### config.mk
export PLATFORM = sky130hd
export DESIGN_NAME = sensor_device_flat
export DESIGN_NICKNAME = d
export VERILOG_FILES = /design/src/shared/thermal_pkg.sv /design/src/shared/sensor_link_if.sv /design/src/core/sensor_device.sv /design/src/flat_wrapper.sv
export SDC_FILE = /design/constraint.sdc
export NUM_CORES = 1
export LEC_CHECK = 0
export BUFFER_PORTS_ARGS = -buffer_cell sky130_fd_sc_hd__buf_4
export CAP_MARGIN = 10
export CORE_MARGIN = 2
export CORE_UTILIZATION = 60
export DETAILED_ROUTE_END_ITERATION = 8
export PLACE_DENSITY = 0.83
export SYNTH_ARGS = -nofsm -noshare
export SYNTH_HDL_FRONTEND = slang
export SYNTH_SLANG_ARGS = --single-unit
### constraint.sdc
create_clock -name clk -period 5.4 [get_ports clk]
set_input_delay 0.27 -clock clk [delete_from_list [all_inputs] [get_ports clk]]
set_output_delay 0.27 -clock clk [all_outputs]
set_load 0.03 [all_outputs]
### src/shared/thermal_pkg.sv
// Behaviour
// - Temperature stored as positive 8-bit whole degrees
// - Readings above 127 saturate to 127
// - Host reads sign-set values as zero
// - High and low limit per channel
// - Reaching a limit sets its alarm flag
// - Status read clears flags unless condition persists
// - Enabled alert drives open-drain alert line
// - First status bit 7 shows conversion busy
// - Core A high, low, open in bits 4..2
// - Core B high, low, open in bits 4..2
// - Second status bit 0 mirrors alert line
// - Config bit 7 masks alert and response
// - Config bit 6 stand-by, else timed conversions
// - Host keeps config bit 5 zero
// - Host keeps config bit 3 zero
// - Host keeps config bit 2 zero
// - Config bit 1 masks core A limit alerts
// - Config bit 0 masks core B limit alerts
// - One-shot starts conversion, ignored while busy
// - One-shot in stand-by converts once, returns
// - Only answered alert response releases alert
package thermal_pkg;

    // ************************************************************
    // Command codes
    // ************************************************************
    localparam logic [7:0] CMD_TEMP_A_RD   = 8'h01;
    localparam logic [7:0] CMD_STAT_A_RD   = 8'h02;
    localparam logic [7:0] CMD_CFG_RD      = 8'h03;
    localparam logic [7:0] CMD_HIGH_A_RD   = 8'h07;
    localparam logic [7:0] CMD_LOW_A_RD    = 8'h08;
    localparam logic [7:0] CMD_CFG_WR      = 8'h09;
    localparam logic [7:0] CMD_HIGH_A_WR   = 8'h0D;
    localparam logic [7:0] CMD_LOW_A_WR    = 8'h0E;
    localparam logic [7:0] CMD_ONE_SHOT    = 8'h0F;
    localparam logic [7:0] CMD_STAT_B_RD   = 8'h23;
    localparam logic [7:0] CMD_TEMP_B_RD   = 8'h30;
    localparam logic [7:0] CMD_HIGH_B      = 8'h31;
    localparam logic [7:0] CMD_LOW_B       = 8'h32;

    // ************************************************************
    // Field positions
    // ************************************************************
    localparam int BUSY_BIT        = 7;
    localparam int HIGH_BIT        = 4;
    localparam int LOW_BIT         = 3;
    localparam int OPEN_BIT        = 2;
    localparam int ALERT_BIT       = 0;
    localparam int CFG_MASK_BIT    = 7;
    localparam int CFG_STANDBY_BIT = 6;
    localparam int CFG_PINSEL_BIT  = 5;
    localparam int CFG_SWAP_BIT    = 3;
    localparam int CFG_RANGE_BIT   = 2;
    localparam int CFG_MASK_A_BIT  = 1;
    localparam int CFG_MASK_B_BIT  = 0;

    // ************************************************************
    // Reset values and encodings
    // ************************************************************
    localparam logic [7:0] TEMP_RST       = 8'h00;
    localparam logic [7:0] LIMIT_HIGH_RST = 8'h55;
    localparam logic [7:0] LIMIT_LOW_RST  = 8'h00;
    localparam logic [7:0] CFG_RST        = 8'h00;
    localparam logic [7:0] TEMP_MAX       = 8'h7F;
    localparam logic [7:0] NO_ANSWER      = 8'hFF;

    // ************************************************************
    // Link frame: 2-bit op, command byte, data byte
    // ************************************************************
    localparam int FRAME_BITS = 18;
    localparam int HEAD_BITS  = 10;
    typedef enum logic [1:0] {
        OP_WRITE = 2'b00,
        OP_READ  = 2'b01,
        OP_SEND  = 2'b10,
        OP_ARA   = 2'b11
    } link_op_e;

    // ************************************************************
    // Timing
    // ************************************************************
    localparam int CLK_PERIOD_NS    = 10;
    localparam int CONV_INTERVAL_NS = 62_500_000;
    localparam int CONV_CYCLES_DEF  = CONV_INTERVAL_NS / CLK_PERIOD_NS;
    localparam int LINK_HALF_NS     = 80;
    localparam int LINK_HALF_DEF    = LINK_HALF_NS / CLK_PERIOD_NS;

    // ************************************************************
    // Host controller register map
    // ************************************************************
    localparam logic [1:0] HOST_CMD_ADDR    = 2'h0;
    localparam logic [1:0] HOST_DATA_ADDR   = 2'h1;
    localparam logic [1:0] HOST_CTRL_ADDR   = 2'h2;
    localparam logic [1:0] HOST_RESULT_ADDR = 2'h3;

endpackage

### src/shared/sensor_link_if.sv
`timescale 1ns/100ps
interface sensor_link_if;
    logic link_clk;
    logic frame_n;
    logic mosi;
    logic miso;
    logic alert_o;
    logic alert_oe;
    logic alert_n;

    // Open-drain alert wire with pull-up
    assign alert_n = alert_oe ? alert_o : 1'b1;

    modport device (
        input  link_clk,
        input  frame_n,
        input  mosi,
        output miso,
        output alert_o,
        output alert_oe
    );
    modport host (
        output link_clk,
        output frame_n,
        output mosi,
        input  miso,
        input  alert_n
    );
endinterface

### src/core/sensor_device.sv
// The register addresses and strobed register access are this design's own decisions.
`timescale 1ns/100ps
module sensor_device
    import thermal_pkg::*;
#(
    parameter int unsigned CONV_CYCLES = CONV_CYCLES_DEF,
    parameter logic [6:0]  DEV_ADDR    = 7'h2A, // Arbitrary value
    parameter int          ADC_W       = 10
) (
    input  wire logic                    clk,
    input  wire logic                    reset,
    sensor_link_if.device                link,
    output      logic                    adc_start,
    input  wire logic                    adc_done,
    input  wire logic signed [ADC_W-1:0] adc_temp_a,
    input  wire logic signed [ADC_W-1:0] adc_temp_b,
    input  wire logic                    adc_open_a,
    input  wire logic                    adc_open_b
);

    typedef enum logic {
        ST_IDLE = 1'b0,
        ST_CONV = 1'b1
    } conv_state_e;

    if (ADC_W < 9 || CONV_CYCLES < 2) begin : g_check
        $error("sensor_device: ADC_W or CONV_CYCLES too small");
    end

    logic [2:0]  lclk_q;
    logic [1:0]  frame_q;
    logic [1:0]  mosi_q;
    logic        rise;
    logic        fall;
    logic [4:0]  bit_cnt_q;
    logic [17:0] in_q;
    logic [7:0]  out_q;
    logic        miso_q;
    logic        done_q;
    link_op_e    op;
    logic [7:0]  cmd;
    logic [7:0]  dat;
    logic [7:0]  cfg_q;
    logic        alert_q;
    conv_state_e state_q;
    logic        oneshot_q;
    logic        adc_start_q;
    logic [31:0] ivl_q;
    logic        conv_done;
    logic        oneshot_req;
    logic        ara_ok;
    logic [7:0]  temp_q [2];
    logic [7:0]  high_q [2];
    logic [7:0]  low_q  [2];
    logic [2:0]  flag_q [2];
    logic [2:0]  cond_q [2];
    logic [1:0]  alert_set;
    logic [1:0]  alert_keep;

    // ************************************************************
    // Link pin synchronisers and edge detection
    // ************************************************************
    always_ff @(posedge clk) begin
        if (reset) begin
            lclk_q  <= 3'h0;
            frame_q <= 2'h3;
            mosi_q  <= 2'h0;
        end else begin
            lclk_q  <= {lclk_q[1:0], link.link_clk};
            frame_q <= {frame_q[0], link.frame_n};
            mosi_q  <= {mosi_q[0], link.mosi};
        end
    end
    assign rise = lclk_q[1] & ~lclk_q[2];
    assign fall = ~lclk_q[1] & lclk_q[2];

    // Frame decode of the fully received frame
    assign op  = link_op_e'(in_q[17:16]);
    assign cmd = in_q[15:8];
    assign dat = in_q[7:0];

    // ************************************************************
    // Frame receiver
    // ************************************************************
    always_ff @(posedge clk) begin
        if (reset || frame_q[1]) begin
            bit_cnt_q <= 5'h00;
            in_q      <= 18'h00000;
            done_q    <= 1'b0;
        end else begin
            done_q <= rise && bit_cnt_q == 5'(FRAME_BITS - 1);
            if (rise && bit_cnt_q < 5'(FRAME_BITS)) begin
                in_q      <= {in_q[16:0], mosi_q[1]};
                bit_cnt_q <= bit_cnt_q + 5'h01;
            end
        end
    end

    // ARA is answered only while the alert is up and unmasked
    assign ara_ok = alert_q & ~cfg_q[CFG_MASK_BIT];

    // Read data mux on the command byte being completed
    function automatic logic [7:0] read_mux(input logic [7:0] c);
        logic [7:0] r;
        r = 8'h00;
        case (c)
            CMD_TEMP_A_RD: r = temp_q[0];
            CMD_TEMP_B_RD: r = temp_q[1];
            CMD_HIGH_A_RD: r = high_q[0];
            CMD_LOW_A_RD:  r = low_q[0];
            CMD_HIGH_B:    r = high_q[1];
            CMD_LOW_B:     r = low_q[1];
            CMD_CFG_RD:    r = cfg_q;
            CMD_STAT_A_RD: begin
                r[BUSY_BIT] = (state_q == ST_CONV);
                r[HIGH_BIT:OPEN_BIT] = flag_q[0];
            end
            CMD_STAT_B_RD: begin
                r[HIGH_BIT:OPEN_BIT] = flag_q[1];
                r[ALERT_BIT] = alert_q;
            end
            default:       r = 8'h00;
        endcase
        return r;
    endfunction

    // ************************************************************
    // Answer shifter, MSB first, changed on falling link edge
    // ************************************************************
    always_ff @(posedge clk) begin
        if (reset || frame_q[1]) begin
            out_q  <= 8'h00;
            miso_q <= 1'b0;
        end else if (rise && bit_cnt_q == 5'(HEAD_BITS - 1)) begin
            if (in_q[8:7] == OP_ARA) begin
                out_q <= ara_ok ? {DEV_ADDR, 1'b0} : NO_ANSWER;
            end else if (in_q[8:7] == OP_READ) begin
                out_q <= read_mux({in_q[6:0], mosi_q[1]});
            end else begin
                out_q <= 8'h00;
            end
        end else if (fall) begin
            miso_q <= out_q[7];
            out_q  <= {out_q[6:0], 1'b0};
        end
    end

    // ************************************************************
    // Configuration register
    // ************************************************************
    always_ff @(posedge clk) begin
        if (reset) begin
            cfg_q <= CFG_RST;
        end else if (done_q && op == OP_WRITE && cmd == CMD_CFG_WR) begin
            cfg_q <= dat;
        end
    end

    // ************************************************************
    // Conversion sequencing
    // ************************************************************
    assign conv_done   = state_q == ST_CONV && adc_done;
    assign oneshot_req = done_q && op == OP_SEND && cmd == CMD_ONE_SHOT;

    always_ff @(posedge clk) begin
        if (reset) begin
            state_q     <= ST_IDLE;
            oneshot_q   <= 1'b0;
            adc_start_q <= 1'b0;
            ivl_q       <= 32'h0;
        end else begin
            adc_start_q <= 1'b0;
            if (ivl_q < 32'(CONV_CYCLES - 1)) begin
                ivl_q <= ivl_q + 32'h1;
            end
            case (state_q)
                ST_IDLE: begin
                    if (oneshot_req) begin
                        state_q     <= ST_CONV;
                        oneshot_q   <= 1'b1;
                        adc_start_q <= 1'b1;
                        ivl_q       <= 32'h0;
                    end else if (!cfg_q[CFG_STANDBY_BIT] &&
                                 ivl_q == 32'(CONV_CYCLES - 1)) begin
                        state_q     <= ST_CONV;
                        adc_start_q <= 1'b1;
                        ivl_q       <= 32'h0;
                    end
                end
                ST_CONV: begin
                    if (adc_done) begin
                        state_q   <= ST_IDLE;
                        oneshot_q <= 1'b0;
                    end else if (cfg_q[CFG_STANDBY_BIT] && !oneshot_q) begin
                        state_q <= ST_IDLE;
                    end
                end
                default: state_q <= ST_IDLE;
            endcase
        end
    end

    // ************************************************************
    // Per-channel value, limits and alarm flags
    // ************************************************************
    for (genvar ch = 0; ch < 2; ch++) begin : g_chan
        logic signed [ADC_W-1:0] raw;
        logic [7:0]              sat;
        logic [2:0]              cond_new;
        logic                    clr;
        logic [7:0]              hi_cmd;
        logic [7:0]              lo_cmd;
        logic                    lim_mask;

        assign raw = (ch == 0) ? adc_temp_a : adc_temp_b;
        assign hi_cmd = (ch == 0) ? CMD_HIGH_A_WR : CMD_HIGH_B;
        assign lo_cmd = (ch == 0) ? CMD_LOW_A_WR : CMD_LOW_B;
        // Clamp to 0..127, sign bit always zero
        assign sat = (raw < 0) ? 8'h00 :
                     (raw > ADC_W'(TEMP_MAX)) ? TEMP_MAX :
                     8'(raw);
        assign cond_new[2] = sat >= high_q[ch];
        assign cond_new[1] = sat <= low_q[ch];
        assign cond_new[0] = (ch == 0) ? adc_open_a : adc_open_b;
        assign clr = done_q && op == OP_READ &&
                     cmd == ((ch == 0) ? CMD_STAT_A_RD : CMD_STAT_B_RD);
        assign lim_mask = cfg_q[(ch == 0) ? CFG_MASK_A_BIT
                                          : CFG_MASK_B_BIT];
        assign alert_set[ch]  = conv_done &&
                                (|(cond_new[2:1] & {2{~lim_mask}}) ||
                                 cond_new[0]);
        assign alert_keep[ch] = |(cond_q[ch][2:1] & {2{~lim_mask}}) ||
                                cond_q[ch][0];

        // Limit registers
        always_ff @(posedge clk) begin
            if (reset) begin
                high_q[ch] <= LIMIT_HIGH_RST;
                low_q[ch]  <= LIMIT_LOW_RST;
            end else if (done_q && op == OP_WRITE) begin
                if (cmd == hi_cmd) begin
                    high_q[ch] <= dat;
                end
                if (cmd == lo_cmd) begin
                    low_q[ch] <= dat;
                end
            end
        end

        // Value, present condition and sticky flags
        always_ff @(posedge clk) begin
            if (reset) begin
                temp_q[ch] <= TEMP_RST;
                cond_q[ch] <= 3'h0;
                flag_q[ch] <= 3'h0;
            end else begin
                if (conv_done) begin
                    temp_q[ch] <= sat;
                    cond_q[ch] <= cond_new;
                end
                // Set wins over read clear
                flag_q[ch] <= (clr ? cond_q[ch] : flag_q[ch]) |
                              (conv_done ? cond_new : 3'h0);
            end
        end
    end

    // ************************************************************
    // Latched alert, released only by answered ARA
    // ************************************************************
    always_ff @(posedge clk) begin
        if (reset) begin
            alert_q <= 1'b0;
        end else if (|alert_set && !cfg_q[CFG_MASK_BIT]) begin
            alert_q <= 1'b1;
        end else if (done_q && op == OP_ARA && ara_ok) begin
            alert_q <= |alert_keep;
        end
    end

    assign link.miso     = miso_q;
    assign link.alert_o  = 1'b0;
    assign link.alert_oe = alert_q;
    assign adc_start     = adc_start_q;

endmodule

### src/flat_wrapper.sv
// flat-port wrapper written by rule: the top's interface ports become plain ports
module sensor_device_flat import thermal_pkg::*;
#(
    parameter int unsigned CONV_CYCLES = CONV_CYCLES_DEF,
    parameter logic [6:0]  DEV_ADDR    = 7'h2A,                   
    parameter int          ADC_W       = 10
)
  (clk, reset, adc_start, adc_done, adc_temp_a, adc_temp_b, adc_open_a, adc_open_b, link_link_clk, link_frame_n, link_mosi, link_miso, link_alert_o, link_alert_oe);
  sensor_link_if link_i ();
  input  wire logic clk;
  input  wire logic reset;
  output      logic adc_start;
  input  wire logic adc_done;
  input  wire logic signed [ADC_W-1:0] adc_temp_a;
  input  wire logic signed [ADC_W-1:0] adc_temp_b;
  input  wire logic adc_open_a;
  input  wire logic adc_open_b;
  input wire logic [$bits(link_i.link_clk)-1:0] link_link_clk;
  input wire logic [$bits(link_i.frame_n)-1:0] link_frame_n;
  input wire logic [$bits(link_i.mosi)-1:0] link_mosi;
  output wire logic [$bits(link_i.miso)-1:0] link_miso;
  output wire logic [$bits(link_i.alert_o)-1:0] link_alert_o;
  output wire logic [$bits(link_i.alert_oe)-1:0] link_alert_oe;
  assign link_i.link_clk = link_link_clk;
  assign link_i.frame_n = link_frame_n;
  assign link_i.mosi = link_mosi;
  assign link_miso = link_i.miso;
  assign link_alert_o = link_i.alert_o;
  assign link_alert_oe = link_i.alert_oe;
  sensor_device #(.CONV_CYCLES(CONV_CYCLES), .DEV_ADDR(DEV_ADDR), .ADC_W(ADC_W)) u_core (.clk(clk), .reset(reset), .link(link_i), .adc_start(adc_start), .adc_done(adc_done), .adc_temp_a(adc_temp_a), .adc_temp_b(adc_temp_b), .adc_open_a(adc_open_a), .adc_open_b(adc_open_b));
endmodule
==> out/summary.json <==
{
  "status": "complete, no violations",
  "postSynthAreaPerCell_sq_um": 9.40,
  "die_area_sq_um": 13400,
  "holdCritStartpoint": "link_frame_n",
  "ff2ff_setup_slack_ns": 2.82,
  "total_setup_violations_reported_at_the_end_of_the_flow": 0,
  "required_ns": 5.74,
  "grt_pass1_vias": 5999,
  "cap_viol_max_count": 0,
  "synthDominantCellAreaShare_pct": 24.1,
  "r2r_end": "u_core.out_q[2]$_SDFFE_PP0P_",
  "total_area_of_sequential_cells_sq_um": 3420,
  "clock-sinks": 144,
  "postSynthRegisterBits": 144,
  "initial_core_util_pct": 61.7,
  "worst_hold_path.num_cells": 2,
  "tritoncts.num_buffers": 17,
  "most_numerous_cell_on_the_critical_path": "a21oi_1",
  "crit_path_max_incr_delay_ns": 0.89,
  "vias": 5980,
  "grt_antenna_before_repair": 0,
  "critical_path_peak_fanout": 25,
  "critical_path_buf_inv_count": 0,
  "endpoint_of_the_worst_hold_path": "u_core.frame_q[0]$_SDFF_PP1_",
  "synth_sequential_area_ratio_pct": 45.8,
  "area_of_combinational_cells_with_multiple_inputs_sq_um": 3770,
  "worstReg2RegStart": "u_core.in_q[0]$_SDFFE_PP0P_",
  "critical_path_depth": 6,
  "most_frequent_cells_in_the_layout": "117 x nor2_1, 90 x dfxtp_1, 54 x edfxtp_1",
  "stdcell_count": 994,
  "timing.setup.tns_ns": 0,
  "crit_type": "reg -> reg",
  "yosysWarnings": 0,
  "synthDistinctLibCells": 66,
  "post_synth_main_area_contributors": "dfxtp_1 24%, edfxtp_1 22%, mux2i_1 6.2%, nor2_1 5.9%, ha_1 5.9%",
  "clock_insertion_delay_worst_skew_ns": 0.43,
  "design.portCount": 32,
  "grt_util_all_layers_pct": 29.0,
  "detail_route.wl_per_cell_um": 18.7,
  "cts.hold.buffers_added": 0,
  "post_drt_via_cell_ratio": 6.02,
  "final_min_period_ns": 2.58,
  "io_buffers": 30,
  "synthArstFlopShare_pct": 0,
  "floorplan.die.height_um": 116,
  "clock_tree.htree_level_count": 4,
  "critical_path.top_delay_family": "flip-flops",
  "synthesis.area_sq_um": 7480,
  "dp_cells": 962,
  "timing.fmax_mhz": 387,
  "dr.pass1.iters": 6,
  "detailed_place_hpwl_um": 13200,
  "areaGrowthSynthToFinish_pct": 12.0,
  "slew-limit-headroom_pct": 17.4,
  "cts-root-to-sink-buffers": 2,
  "end_kind": "register",
  "cts_tree": "done",
  "drt.antenna.violating_nets": 0,
  "ff2ff_path_depth": 6,
  "crit_path_arrival_time_ns": 2.92,
  "min-delay-path-class": "in -> reg",
  "leakagePower_uw": 0.00322,
  "drtIter0Drc": 449,
  "synth_top_cell_by_area": "dfxtp_1",
  "drt_drc_violations_left": 0,
  "final_hold_viol_count": 0,
  "fill_cells": 945,
  "root_buffer": "clkbuf_16",
  "globalRoute.totalOverflow": 0,
  "grt_setup_unrepaired": "false",
  "cts_resized": 0,
  "ys_dominant_reg_cell": "dfxtp_1",
  "worstPathCellList": "or3b_2 > nor4_2 > a21oi_1 > a21oi_1 > o21ai_1 > a211oi_1",
  "net_count_reported_at_finish": 876,
  "path_clk_slew_ns": 0.06,
  "synth_edf_count": 54,
  "layout_commonest_cell": "nor2_1",
  "power.density_nw_per_um2": 296,
  "wl_um": 18600,
  "cp-startpoint": "u_core.in_q[0]$_SDFFE_PP0P_",
  "post-route-period-util_pct": 47.8,
  "timing.clock.skew_ns": 0.00734,
  "postCtsSetupBuffers": 0,
  "peak_supply_drop_mv": 0.203,
  "final_util_pct": 69.2,
  "routabilityCongestion": 0.984,
  "diodes": 0,
  "timing.critical_path.slowest_stage_cell": "dfxtp_1",
  "dieWidth_um": 116,
  "grt_max_degree": 40,
  "finalMaxSlewViolations": 0,
  "actual_slew_at_the_worst_max_slew_pin_ns": 1.23,
  "fp-row-count": 40,
  "worstSetupStartpointType": "register",
  "syn_inst": 796,
  "post_route_cells_drive_above_1_share_pct": 10.7,
  "first_pass_grt_wire_length_um": 29700,
  "fp.coreArea_sq_um": 12100
}
==> final cells by class <==
cell class                 count  area share, %
timing repair buffer          32           2.87
tap                          168           2.51
sequential                   144           40.9
clock inverter                 7          0.806
clock buffer                  25           6.44
inverter                      34           1.52
multi-input combinational    584           45.0
==> kinds of logic (layout without fill, tap and decap cells) <==
kind of cell | Yosys count | count (layout) | synth area share (%)
AO/OA/AOI/OAI | 111 | 111 | 10.1
XOR/XNOR | 22 | 22 | 2.58
adder cells (fa/ha/maj) | 35 | 35 | 5.86
buffers and inverters | 74 | 98 | 4.15
flip-flops | 144 | 144 | 45.8
multiplexers | 51 | 51 | 6.91
other | 1 | 7 | 0.0501
AND/OR/NAND/NOR | 358 | 358 | 24.6
==> per-stage QoR <==
step           cell area (sq um)  hold WS, ns  setup slack (ns)  total power (uW)
2_1_floorplan               7500        0.374              2.87              1260
3_3_place_gp                7770        0.392              2.72              1300
3_5_place_dp                7770        0.397              2.60              1310
4_1_cts                     8380       0.0172              2.90              2490
5_1_grt                     8380       0.0345              2.67              2550
6_report                    8380       0.0277              2.82              2480
==> cells in the mapped netlist (9+ instances only) <==
master and number:
inv_1 34, xor2_1 14, clkbuf_1 27, ha_1 35, nand4_1 20, mux2i_1 46
a22oi_1 9, o21ai_0 16, nand3_1 15, and2_1 28, nor2b_1 16, nor4_1 14
nor3_1 31, and3_1 13, nand2b_1 18, edfxtp_1 54, dfxtp_1 90, a21oi_1 30
nor2_1 117, a211oi_1 9, nand2_1 47
==> sequential cells by signal (all words and copies together) (netlist names), 2 cells and up <==
name / count
u_core.frame_q: 2
u_core.cfg_q: 8
u_core.ivl_q: 32
u_core.high_q: 16
u_core.mosi_q: 2
u_core.in_q: 18
u_core.flag_q: 6
u_core.lclk_q: 3
u_core.temp_q: 16
u_core.bit_cnt_q: 5
u_core.cond_q: 6
u_core.low_q: 16
u_core.out_q: 8
==> per-layer routing <==
| layer | track usage, % | vias up | routed length [um] |
|---|---|---|---|
| met5 | 0 | - | 0 |
| met1 | 34.5 | 2820 | 7370 |
| met2 | 50.4 | 242 | 9360 |
| met3 | 5.86 | 47 | 1250 |
| met4 | 13.6 | 0 | 588 |
| li1 | - | 2871 | - |
==> power by group <==
group	total [uW]	internal, uW	switching [uW]
registers	1160	1140	14.4
clock network	1190	741	449
logic	134	54.4	79.5
total	2480	1940	543
==> worst max-delay path by stage <==
stage | slack, ns | endpoint
2_1_floorplan | 2.87 | u_core.link.alert_oe$_SDFFE_PP0P_
3_3_place_gp | 2.72 | u_core.link.alert_oe$_SDFFE_PP0P_
3_5_place_dp | 2.60 | u_core.link.alert_oe$_SDFFE_PP0P_
4_1_cts | 2.90 | u_core.out_q[0]$_SDFFE_PP0P_
5_1_grt | 2.67 | u_core.out_q[2]$_SDFFE_PP0P_
6_report | 2.82 | u_core.out_q[2]$_SDFFE_PP0P_
==> worst reg2reg max path, delay by kind of cell, from the launching register on <==
family / cells / cell delay, ns
and+or+nand+nor: 2 / 0.86
AOI/OAI and AO/OA: 4 / 0.74
DFF: 1 / 0.89
No activity file was read; power rests on OpenSTA's default activity.
